$ cat src/include/ucr_cfg.svh
// Constants of the unblock carrier receiver logic
// *****************************************************************
// *****************************************************************
`ifndef UCR_CFG_SVH
`define UCR_CFG_SVH

// Timing
`define UCR_CLK_HZ          125000000
`define UCR_TICK_CYC        (`UCR_CLK_HZ / 1000)
`define UCR_WINDOW_MS       150
`define UCR_OPEN_BRK_MS     1000

// APB register byte addresses
`define UCR_ADDR_CTRL       12'h000
`define UCR_ADDR_STATUS     12'h004
`define UCR_ADDR_IRQ_STAT   12'h008
`define UCR_ADDR_IRQ_MASK   12'h00C

// Control field positions and reset value
`define UCR_CTRL_ENABLE     0
`define UCR_CTRL_NONPERM    1
`define UCR_CTRL_RESET      32'h0000_0001

// Event bits (status, irq status and mask share this layout)
`define UCR_EV_LOCKOUT      0
`define UCR_EV_ALARM        1
`define UCR_EV_TRIP         2
`define UCR_EV_OPENBRK      3
`define UCR_EV_WIDTH        4

`endif

$ cat src/include/ucr_pkg.sv
// Types of the unblock carrier receiver logic
package ucr_pkg;

   // Channel supervision states
   typedef enum logic [3:0] {
      UCR_NORMAL  = 4'b0001,
      UCR_WINDOW  = 4'b0010,
      UCR_NOCHAN  = 4'b0100,
      UCR_LOCKED  = 4'b1000
   } ucr_chan_e;

endpackage : ucr_pkg

$ cat src/include/ucr_sync_if.sv
// Bundle of synchronised carrier and relay inputs
`timescale 1ns/100ps
interface ucr_sync_if;
   logic blockRx;
   logic unblockRx;
   logic transferRx;
   logic openBrkRx;
   logic tripDet;
   logic permDet;
   logic underDet;

   modport src (output blockRx, unblockRx, transferRx, openBrkRx,
                tripDet, permDet, underDet);
   modport dst (input  blockRx, unblockRx, transferRx, openBrkRx,
                tripDet, permDet, underDet);
endinterface : ucr_sync_if

$ cat src/rtl/ucr_in_sync.sv
// Three-stage synchroniser for the carrier and relay pins
`timescale 1ns/100ps
module ucr_in_sync #(
   parameter int N = 7
) (
   input  wire logic         clk,
   input  wire logic         nrst,
   input  wire logic [N-1:0] pinIn,
   ucr_sync_if.src           sy
);
   typedef struct packed {
      logic [N-1:0] s1;
      logic [N-1:0] s2;
      logic [N-1:0] s3;
      logic [N-1:0] q;
   } ucr_sync_s;

   ucr_sync_s st_ff;
   ucr_sync_s nxt_st;

   // Stage one feeds only stage two; a value is taken once 2 and 3 agree
   always_comb begin
      nxt_st    = st_ff;
      nxt_st.s1 = pinIn;
      nxt_st.s2 = st_ff.s1;
      nxt_st.s3 = st_ff.s2;
      for (int i = 0; i < N; i++) begin
         if (st_ff.s2[i] == st_ff.s3[i]) begin
            nxt_st.q[i] = st_ff.s3[i];
         end
      end
   end

   // Synchronous reset to all zero
   always_ff @(posedge clk) begin
      if (!nrst) begin
         st_ff <= '0;
      end else begin
         st_ff <= nxt_st;
      end
   end

   assign sy.blockRx    = st_ff.q[0];
   assign sy.unblockRx  = st_ff.q[1];
   assign sy.transferRx = st_ff.q[2];
   assign sy.openBrkRx  = st_ff.q[3];
   assign sy.tripDet    = st_ff.q[4];
   assign sy.permDet    = st_ff.q[5];
   assign sy.underDet   = st_ff.q[6];
endmodule : ucr_in_sync

$ cat src/rtl/ucr_receiver_logic.sv
// Unblock carrier receiver trip logic with APB registers
//
// The register addresses and the APB register port were chosen for this implementation.
`timescale 1ns/100ps
`include "ucr_cfg.svh"
module ucr_receiver_logic #(
   parameter int TICK_CYC   = `UCR_TICK_CYC,
   parameter int WINDOW_MS  = `UCR_WINDOW_MS,
   parameter int OPENBRK_MS = `UCR_OPEN_BRK_MS
) (
   input  wire logic        clk,
   input  wire logic        nrst,
   input  wire logic        psel,
   input  wire logic        penable,
   input  wire logic        pwrite,
   input  wire logic [11:0] paddr,
   input  wire logic [31:0] pwdata,
   output logic      [31:0] prdata,
   output logic             pready,
   output logic             pslverr,
   input  wire logic        nearBlockPin,
   input  wire logic        nearUnblockPin,
   input  wire logic        farTransferPin,
   input  wire logic        openBreakerPin,
   input  wire logic        tripDetPin,
   input  wire logic        permissiveFaultDetectorPin,
   input  wire logic        underreachDetPin,
   output logic             receiverTripRelay,
   output logic             breakerTrip,
   output logic             transferKey,
   output logic             channelAlarm,
   output logic             lockout,
   output logic             irq
);
   // *****************************************************************
   // Types and state
   // *****************************************************************
   localparam int TW = $clog2(TICK_CYC);
   localparam int MW = $clog2(OPENBRK_MS + 1);

   typedef struct packed {
      ucr_pkg::ucr_chan_e               chan;
      logic [TW-1:0]                    tickCnt;
      logic                             tick;
      logic [MW-1:0]                    winMs;
      logic [MW-1:0]                    obMs;
      logic                             openBrk;
      logic                             alarm;
      logic                             permit;
      logic                             trip;
      logic                             key;
      logic [31:0]                      ctrl;
      logic [`UCR_EV_WIDTH-1:0]         irqStat;
      logic [`UCR_EV_WIDTH-1:0]         irqMask;
      logic [31:0]                      rdata;
   } ucr_state_s;

   ucr_state_s st_ff;
   ucr_state_s nxt_st;

   ucr_sync_if sy ();

   logic [`UCR_EV_WIDTH-1:0] evSet;
   logic [`UCR_EV_WIDTH-1:0] evNow;
   logic                     wrEn;
   logic                     rdEn;
   logic                     addrOk;
   logic                     enable;
   logic                     nonPerm;
   logic                     chanPermit;
   logic                     tripNow;

   // *****************************************************************
   // Input synchronisers
   // *****************************************************************
   ucr_in_sync #(
      .N (7)
   ) u_sync (
      .clk   (clk),
      .nrst  (nrst),
      .pinIn ({underreachDetPin, permissiveFaultDetectorPin, tripDetPin,
               openBreakerPin, farTransferPin, nearUnblockPin,
               nearBlockPin}),
      .sy    (sy)
   );

   // *****************************************************************
   // APB decode
   // *****************************************************************
   // Zero-wait slave: every access completes in its first access cycle
   assign pready  = 1'b1;
   assign addrOk  = (paddr == `UCR_ADDR_CTRL) ||
                    (paddr == `UCR_ADDR_STATUS) ||
                    (paddr == `UCR_ADDR_IRQ_STAT) ||
                    (paddr == `UCR_ADDR_IRQ_MASK);
   assign pslverr = psel && penable && !addrOk;
   assign wrEn    = psel && penable && pwrite && addrOk;
   assign rdEn    = psel && !penable && !pwrite;
   assign enable  = st_ff.ctrl[`UCR_CTRL_ENABLE];
   assign nonPerm = st_ff.ctrl[`UCR_CTRL_NONPERM];

   // Channel permission: unblock direct, or the open window
   assign chanPermit = enable && (sy.unblockRx ||
                       st_ff.chan == ucr_pkg::UCR_WINDOW);

   // Trip sources of the local breaker
   always_comb begin
      tripNow = 1'b0;
      if (enable) begin
         tripNow = (chanPermit && sy.tripDet)
                || (st_ff.openBrk && sy.tripDet)
                || sy.underDet
                || (sy.transferRx && (sy.permDet || nonPerm));
      end
   end

   assign evNow = {st_ff.openBrk, st_ff.trip, st_ff.alarm,
                   st_ff.chan == ucr_pkg::UCR_LOCKED};

   // *****************************************************************
   // Next-state logic
   // *****************************************************************
   always_comb begin
      nxt_st = st_ff;

      // Single millisecond tick from the system clock
      nxt_st.tick = 1'b0;
      if (st_ff.tickCnt == TW'(TICK_CYC - 1)) begin
         nxt_st.tickCnt = '0;
         nxt_st.tick    = 1'b1;
      end else begin
         nxt_st.tickCnt = st_ff.tickCnt + 1'b1;
      end

      // Channel supervision
      unique case (st_ff.chan)
         ucr_pkg::UCR_NORMAL: begin
            nxt_st.winMs = '0;
            if (!sy.blockRx && !sy.unblockRx) begin
               nxt_st.chan = ucr_pkg::UCR_WINDOW;
            end
         end
         ucr_pkg::UCR_WINDOW: begin
            if (sy.unblockRx || sy.blockRx) begin
               // Unblock or returning block ends the window and resets the timer
               nxt_st.chan  = ucr_pkg::UCR_NORMAL;
               nxt_st.winMs = '0;
            end else if (st_ff.tick) begin
               if (st_ff.winMs == MW'(WINDOW_MS - 1)) begin
                  nxt_st.chan  = ucr_pkg::UCR_LOCKED;
                  nxt_st.alarm = 1'b1;
               end else begin
                  nxt_st.winMs = st_ff.winMs + 1'b1;
               end
            end
         end
         ucr_pkg::UCR_NOCHAN: begin
            // Unused transit code; return to monitoring
            nxt_st.chan = ucr_pkg::UCR_NORMAL;
         end
         ucr_pkg::UCR_LOCKED: begin
            if (sy.blockRx) begin
               nxt_st.chan  = ucr_pkg::UCR_NORMAL;
               nxt_st.alarm = 1'b0;
               nxt_st.winMs = '0;
               nxt_st.obMs  = '0;
            end
         end
         default: begin
            nxt_st.chan = ucr_pkg::UCR_NORMAL;
         end
      endcase

      // Remote open breaker: held signal for the full interval
      if (!sy.openBrkRx) begin
         nxt_st.obMs    = '0;
         nxt_st.openBrk = 1'b0;
      end else if (st_ff.tick && !st_ff.openBrk) begin
         if (st_ff.obMs == MW'(OPENBRK_MS - 1)) begin
            nxt_st.openBrk = 1'b1;
         end else begin
            nxt_st.obMs = st_ff.obMs + 1'b1;
         end
      end

      // Registered outputs
      // Follows the next channel state so lockout withdraws it at once
      nxt_st.permit = enable && (sy.unblockRx ||
                      nxt_st.chan == ucr_pkg::UCR_WINDOW);
      nxt_st.trip   = tripNow;
      nxt_st.key    = enable && sy.underDet;

      // Register writes
      if (wrEn && paddr == `UCR_ADDR_CTRL) begin
         nxt_st.ctrl = {30'h0000_0000, pwdata[1:0]};
      end
      if (wrEn && paddr == `UCR_ADDR_IRQ_MASK) begin
         nxt_st.irqMask = pwdata[`UCR_EV_WIDTH-1:0];
      end
      // Write one to clear; a new event in the same cycle wins
      if (wrEn && paddr == `UCR_ADDR_IRQ_STAT) begin
         nxt_st.irqStat = st_ff.irqStat & ~pwdata[`UCR_EV_WIDTH-1:0];
      end
      // Rising edges of the status conditions are the interrupt events
      evSet = {!st_ff.openBrk && nxt_st.openBrk,
               !st_ff.trip && nxt_st.trip,
               !st_ff.alarm && nxt_st.alarm,
               st_ff.chan != ucr_pkg::UCR_LOCKED &&
               nxt_st.chan == ucr_pkg::UCR_LOCKED};
      nxt_st.irqStat = nxt_st.irqStat | evSet;

      // Read data captured in setup, presented in the access phase
      if (rdEn) begin
         unique case (paddr)
            `UCR_ADDR_CTRL:     nxt_st.rdata = st_ff.ctrl;
            `UCR_ADDR_STATUS:   nxt_st.rdata = {28'h000_0000, evNow};
            `UCR_ADDR_IRQ_STAT: nxt_st.rdata = {28'h000_0000,
                                                st_ff.irqStat};
            `UCR_ADDR_IRQ_MASK: nxt_st.rdata = {28'h000_0000,
                                                st_ff.irqMask};
            default:            nxt_st.rdata = 32'h0000_0000;
         endcase
      end
   end

   // *****************************************************************
   // State register
   // *****************************************************************
   // Synchronous reset clears timers, lockout and alarm
   always_ff @(posedge clk) begin
      if (!nrst) begin
         st_ff         <= '0;
         st_ff.chan    <= ucr_pkg::UCR_NORMAL;
         st_ff.ctrl    <= `UCR_CTRL_RESET;
      end else begin
         st_ff <= nxt_st;
      end
   end

   // *****************************************************************
   // Outputs
   // *****************************************************************
   assign prdata            = st_ff.rdata;
   assign receiverTripRelay = st_ff.permit;
   assign breakerTrip       = st_ff.trip;
   assign transferKey       = st_ff.key;
   assign channelAlarm      = st_ff.alarm;
   assign lockout           = evNow[`UCR_EV_LOCKOUT];
   assign irq               = |(st_ff.irqStat & st_ff.irqMask);
endmodule : ucr_receiver_logic

$ cat config.mk
export PLATFORM = sky130hd
export DESIGN_NAME = ucr_receiver_logic
export DESIGN_NICKNAME = d
export VERILOG_FILES = /design/src/include/ucr_pkg.sv /design/src/include/ucr_sync_if.sv /design/src/rtl/ucr_in_sync.sv /design/src/rtl/ucr_receiver_logic.sv
export VERILOG_INCLUDE_DIRS = /design/src /design/src/include
export SDC_FILE = /design/constraint.sdc
export NUM_CORES = 1
export LEC_CHECK = 0
export BUFFER_PORTS_ARGS = -buffer_cell sky130_fd_sc_hd__buf_2
export CAP_MARGIN = 40
export CORE_MARGIN = 1.5
export CORE_UTILIZATION = 48
export DETAILED_ROUTE_END_ITERATION = 7
export PLACE_DENSITY = 0.73
export REMOVE_ABC_BUFFERS = 1
export SETUP_SLACK_MARGIN = 0.1
export SLEW_MARGIN = 10
export SYNTH_ARGS = -nofsm -noshare
export SYNTH_HDL_FRONTEND = slang
export SYNTH_SLANG_ARGS = --single-unit
$ cat constraint.sdc
create_clock -name clk -period 1.6 [get_ports clk]
set_input_delay 0.16 -clock clk [delete_from_list [all_inputs] [get_ports clk]]
set_output_delay 0.16 -clock clk [all_outputs]
set_load 0.005 [all_outputs]
==> results of run 1 <==
## timing repair
item                       CTS  global route
pin swaps                    9            22
setup endpoints to repair   45            47
setup buffers                4            10
resized for setup           32            49
hold endpoints to repair     6             0
gates cloned                 1             1
hold buffers                 6             0
## sequential cells by signal (all words and copies together) (netlist names)
signal	count
u_sync.sy.tripDet	1
st_ff	50
u_sync.sy.transferRx	1
u_sync.st_ff	7
breakerTrip	1
receiverTripRelay	1
channelAlarm	1
u_sync.nxt_st	14
u_sync.sy.permDet	1
prdata	4
u_sync.sy.unblockRx	1
transferKey	1
u_sync.sy.openBrkRx	1
enable	1
u_sync.sy.underDet	1
nonPerm	1
u_sync.sy.blockRx	1
evNow	1
## metrics by stage
stage | TNS (ns) | std cells
2_1_floorplan | -2.013 | 417
3_3_place_gp | -0.8305 | 603
3_5_place_dp | -1.729 | 603
4_1_cts | -0.8879 | 629
5_1_grt | -2.511 | 639
6_report | -1.141 | 639
## worst min path at each step
stage | cells after the start | from | end | slack, ns
finish | 2 | openBreakerPin | u_sync.nxt_st[17]$_SDFF_PN0_ | 0.01
global route | 2 | openBreakerPin | u_sync.nxt_st[17]$_SDFF_PN0_ | 0.00005
CTS | 2 | openBreakerPin | u_sync.nxt_st[17]$_SDFF_PN0_ | 0.001
detailed placement | 2 | farTransferPin | u_sync.nxt_st[16]$_SDFF_PN0_ | 0.37
global placement | 2 | permissiveFaultDetectorPin | u_sync.nxt_st[19]$_SDFF_PN0_ | 0.37
floorplan | 1 | nrst | enable$_SDFFE_PN1P_ | 0.22
## metal layers
layer  share of wire [%]  wire (µm)  vias up
met5                   0          0        -
met3                 4.1        335       14
met1                  43       3511     1527
met4                 1.8        144        0
li1                    -          -     1627
met2                  51       4097       59
## synthesized netlist by cell type, drive strengths merged (5+ instances only)
master,number,area (µm²)
clkbuf,11,41.29
nand3,15,75.07
inv,7,26.28
xnor2,14,122.6
mux2i,8,80.08
nor4,5,37.53
and2,23,143.9
nand4,9,56.30
nor2,40,150.1
nor3,17,90.09
a21boi,9,67.56
buf,37,267.8
dfxtp,89,1782
a21oi,13,65.06
nor2b,19,118.9
nand2,28,105.1
a211oi,5,37.54
and3,9,56.30
xor2,13,113.9
o21ai,15,75.07
## where the power goes
group / total, mW / switching, mW / internal (mW) / leakage [nW]
Combinational: 0.258 / 0.132 / 0.126 / 1.13
Sequential: 2.27 / 0.0237 / 2.25 / 0.728
Clock: 1.48 / 0.765 / 0.720 / 0.0860
Total: 4.01 / 0.920 / 3.09 / 1.95
## cells by family (layout without fill, tap and decap cells)
group / count (synthesis) / count (layout) / synth area share, %
AO/OA/AOI/OAI: 61 / 61 / 11.04
XOR/XNOR: 27 / 27 / 5.877
adder cells (fa/ha/maj): 4 / 4 / 1.244
buffers and inverters: 55 / 123 / 8.334
flip-flops: 89 / 89 / 44.28
multiplexers: 11 / 11 / 3.109
other: 2 / 30 / 0.1866
AND/OR/NAND/NOR: 188 / 189 / 25.93
## area by class of cell
cell class	count	share of cell area, %
Timing Repair Buffer	101	14.16
Tap cell	105	2.563
Inverter	7	0.5126
Multi-Input combinational cell	322	43.91
Clock inverter	4	1.050
Sequential cell	89	35.25
Clock buffer	11	2.563
==> results.cfg, run 1 <==
[critical_path]
worst-path-stages = 6
crit_chain = or4b_4, o31ai_4, buf_4, a21oi_1, nor2_1, o21a_1
worstPathMaxFanout = 5
startpoint = st_ff[95]$_SDFFE_PN0P_
critPathBufInv = 1
crit_type = reg -> reg
cp-end-kind = register
crit_slowest_cell = or4b_4
rrSetupSlack_ns = -0.13
r2r_end = st_ff[88]$_SDFFE_PN0P_
crit_end = st_ff[88]$_SDFFE_PN0P_
r2r_start = st_ff[95]$_SDFFE_PN0P_
reg2reg_depth = 6
cp-start-kind = register
worstPathRequired_ns = 1.91
crit_family = simple AND/OR/NAND/NOR gates
max_stage_delay_ns = 0.57
arrival_ns = 2.04

[global_route]
grt_pass1_vias = 2931
grt_max_degree = 21
antenna_found_initial = 0
globalRoute.busiestLayer = met2
met3_usage_pct = 4.750
met2_usage_pct = 32.43
grt_first_pass_wirelength_mm = 12.60
met1_usage_pct = 20.00
track_usage_pct = 18.09
overflow = 0

[clock_tree]
root_buffer = clkbuf_8
max-clock-path-buffers = 2
cts.clk_slew.worst_paths_ns = 0.09
h-tree-depth = 3
clk_latency_ns = 0.36
clock_sinks = 89
cts_buffers = 9
cts_tree = built

[placed_design]
place.gp.congestion = 0.8221
post_dp_cell_area_um2 = 4464
dpl_worst_slack_ns = -0.1676
io_buffers = 38
dp.final_hpwl_mm = 5.432

[final_layout]
drive_gt1_share_pct = 32.58
nets = 590
syn2layout_area_growth_pct = 27.39
regArea_um2 = 1807
final_area_um2 = 5126
multi_input_area_um2 = 2251
antenna_cells = 0
post-route-util_pct = 62.70
final_common_cell = dfxtp_1
fillers = 674
final_cell_mix = dfxtp_1 (75), buf_4 (48), buf_2 (37), conb_1 (30), nor2_1 (29)

[sta]
min_period_over_period_pct = 108.1
hold_viol = 0
setup_viol = 14
fin_ws_ns = -0.1296
report.final.slew_viol_count = 0
whs_ns = 0.01335
grt_setup_unrepaired = yes
fin_crit_ns = 1.730
clock_skew_ns = 0.01017
max_freq_mhz = 578.2

[die]
core_area_um2 = 8175
die_y_um = 94.56
io_pins = 96
die_area_um2 = 8942
initial_core_util_pct = 49.22
rows = 33
die_w_um = 94.56

[logic_synthesis]
netlist_instances = 437
synthArstFlopShare_pct = 0
syn_area_per_cell_um2 = 9.208
synth_area_um2 = 4024
synth_ff_type = dfxtp_1
synth_sequential_area_ratio_pct = 44.28
ys_ff_latch = 89
synth_cell_types = 53
ys_warn_count = 0
synth-edff-count = 0

[routing]
vias_per_cell = 5.050
wl_per_cell_um = 12.66
drt_first_pass_iters = 4
ant_nets = 0
drt-initial-drc-count = 100
drc = 0
wirelength_mm = 8.087
num_vias = 3227

[run_status]
status = finished with violations
violations = setup timing

[power]
p_leak_nw = 1.946
power_mw = 4.013
powerDensity_nw_per_um2 = 782.9
vdd_drop_max_v = 0.0006487

[job]
drv_cap = 0

[worst_hold_path]
hold_class = in -> reg
No activity file was read; power rests on OpenSTA's default activity.
==> inputs of run 2 (changes only) <==
--- a/config.mk
+++ b/config.mk
@@ -9,10 +9,9 @@
 export BUFFER_PORTS_ARGS = -buffer_cell sky130_fd_sc_hd__buf_2
 export CAP_MARGIN = 40
 export CORE_MARGIN = 1.5
-export CORE_UTILIZATION = 48
+export CORE_UTILIZATION = 53
 export DETAILED_ROUTE_END_ITERATION = 7
-export PLACE_DENSITY = 0.73
-export REMOVE_ABC_BUFFERS = 1
+export PLACE_DENSITY = 0.76
 export SETUP_SLACK_MARGIN = 0.1
 export SLEW_MARGIN = 10
 export SYNTH_ARGS = -nofsm -noshare
==> constraint.sdc (replaced) <==
create_clock -name clk -period 1.8 [get_ports clk]
set_input_delay 0.18 -clock clk [delete_from_list [all_inputs] [get_ports clk]]
set_output_delay 0.18 -clock clk [all_outputs]
set_load 0.005 [all_outputs]
==> run 2 against run 1 <==
Compared with the run above: the run now ends clean; cell count shrank 6.3%; worst hold slack improved by 0.020 ns; clock power about the same; cell area down 8.7%; combinational power decreased by 24%; clock-buffer cell count fell by 1; routed wire length decreased by 6.3%; clock skew up 0.0018 ns; critical endpoint is now st_ff[90]$_SDFFE_PN0P_; largest cell class unchanged.
==> results.cfg, run 2 (synthesis results as in run 1) <==
[critical_path]
r2r_start = st_ff[93]$_SDFFE_PN0P_
cp-start-kind = register
crit_type = reg -> reg
r2r_end = st_ff[90]$_SDFFE_PN0P_
rrSetupSlack_ns = 0.04
worstPathMaxFanout = 7
reg2reg_depth = 5
cp-end-kind = register
worstPathRequired_ns = 2.05
arrival_ns = 2.00

[routing]
wirelength_mm = 7.578
wl_per_cell_um = 12.65
ant_nets = 0
drt-initial-drc-count = 100
drt_first_pass_iters = 4
num_vias = 3085
drc = 0
vias_per_cell = 5.150

[die]
io_pins = 96
die_y_um = 90.14
die_w_um = 90.14
core_area_um2 = 7292
die_area_um2 = 8124
initial_core_util_pct = 55.18
rows = 31

[clock_tree]
cts_tree = built
cts_buffers = 9
postCtsHoldBufs = 0
h-tree-depth = 3
root_buffer = clkbuf_8
clk_latency_ns = 0.35
max-clock-path-buffers = 2
cts.clk_slew.worst_paths_ns = 0.08
clock_sinks = 89

[final_layout]
fillers = 616
multi_input_area_um2 = 2082
post-route-util_pct = 64.19
largest-register = st_ff
final_cell_mix = dfxtp_1 (81), nor2_1 (40), buf_2 (38), conb_1 (30)
regArea_um2 = 1799
final_common_cell = dfxtp_1
largest_reg_flops = 50
syn2layout_area_growth_pct = 16.32
drive_gt1_share_pct = 24.00
antenna_cells = 0
nets = 556

[worst_hold_path]
hold_start = nearBlockPin
hold_class = in -> reg
hold_path_depth = 2
min_to = u_sync.nxt_st[14]$_SDFF_PN0_

[placed_design]
dp.final_hpwl_mm = 5.267
place.gp.congestion = 0.8490
io_buffers = 38

[sta]
fin_tns_setup_ns = 0
max_freq_mhz = 569.7
hold_viol = 0
min_period_over_period_pct = 97.51
grt_setup_unrepaired = yes
clock_skew_ns = 0.01198
fin_crit_ns = 1.755
report.final.slew_viol_count = 0
setup_viol = 0

[run_status]
status = finished clean

[global_route]
grt_pass1_vias = 2906
grt_max_degree = 45
track_usage_pct = 19.07
grt_first_pass_wirelength_mm = 12.77
antenna_found_initial = 0
overflow = 0

[power]
powerDensity_nw_per_um2 = 782.6
vdd_drop_max_v = 0.0004355
p_leak_nw = 1.778
power_mw = 3.663

[job]
drv_cap = 0
## run 2: cell type report
| type | count | area share, % |
|---|---|---|
| inverter | 7 | 0.5613 |
| tap | 99 | 2.646 |
| timing repair buffer | 68 | 9.409 |
| clock buffer | 10 | 2.727 |
| multi-input combinational | 321 | 44.48 |
| clock inverter | 5 | 1.738 |
| sequential | 89 | 38.44 |
## run 2: worst max-delay path by stage
stage / start / end / slack (ns)
2_1_floorplan: st_ff[98]$_SDFF_PP0_ / st_ff[100]$_SDFF_PP0_ / 0.11
3_3_place_gp: st_ff[115]$_SDFF_PN1_ / st_ff[96]$_SDFFE_PN0P_ / 0.04
3_5_place_dp: st_ff[115]$_SDFF_PN1_ / st_ff[96]$_SDFFE_PN0P_ / 0.007
4_1_cts: st_ff[88]$_SDFFE_PN0P_ / st_ff[96]$_SDFFE_PN0P_ / 0.07
5_1_grt: st_ff[92]$_SDFFE_PN0P_ / st_ff[90]$_SDFFE_PN0P_ / -0.03
6_report: st_ff[93]$_SDFFE_PN0P_ / st_ff[90]$_SDFFE_PN0P_ / 0.04
## run 2: repair_timing
item                       CTS  global route
gates resized for setup      6            21
buffers inserted             0             4
setup endpoints to repair    7            20
pin swaps                    2             4
## run 2: per-stage QoR
stage / hold WS [ns] / setup WS, ns / cells / instance area (µm²)
final: 0.03310 / 0.04484 / 599 / 4681
after global routing: 0.02621 / -0.02984 / 599 / 4681
after CTS: 0.02158 / 0.06646 / 595 / 4579
after detailed placement: 0.3885 / 0.007058 / 580 / 4357
after global placement: 0.3846 / 0.04453 / 580 / 4357
after floorplan: 0.3073 / 0.1075 / 465 / 4138
## run 2: layer usage
layer  vias to the layer above  GRT usage [%]  wire length [µm]
met1                      1428          23.59              3523
met3                        14          4.907               359
met5                         -              0                 0
li1                       1567              -                 -
met2                        76          31.57              3556
met4                         0          7.804               138
## run 2: critical path: stages (launching register included)
cell     delay (ns)
dfxtp_4        0.36
or4b_4         0.54
o31ai_4        0.29
a211o_4        0.24
xor2_1         0.17
nor2_1         0.05
## run 2: where the power goes
group	internal, mW	switching (mW)
combinational	0.0923	0.105
sequential	2.00	0.0219
clock	0.775	0.674
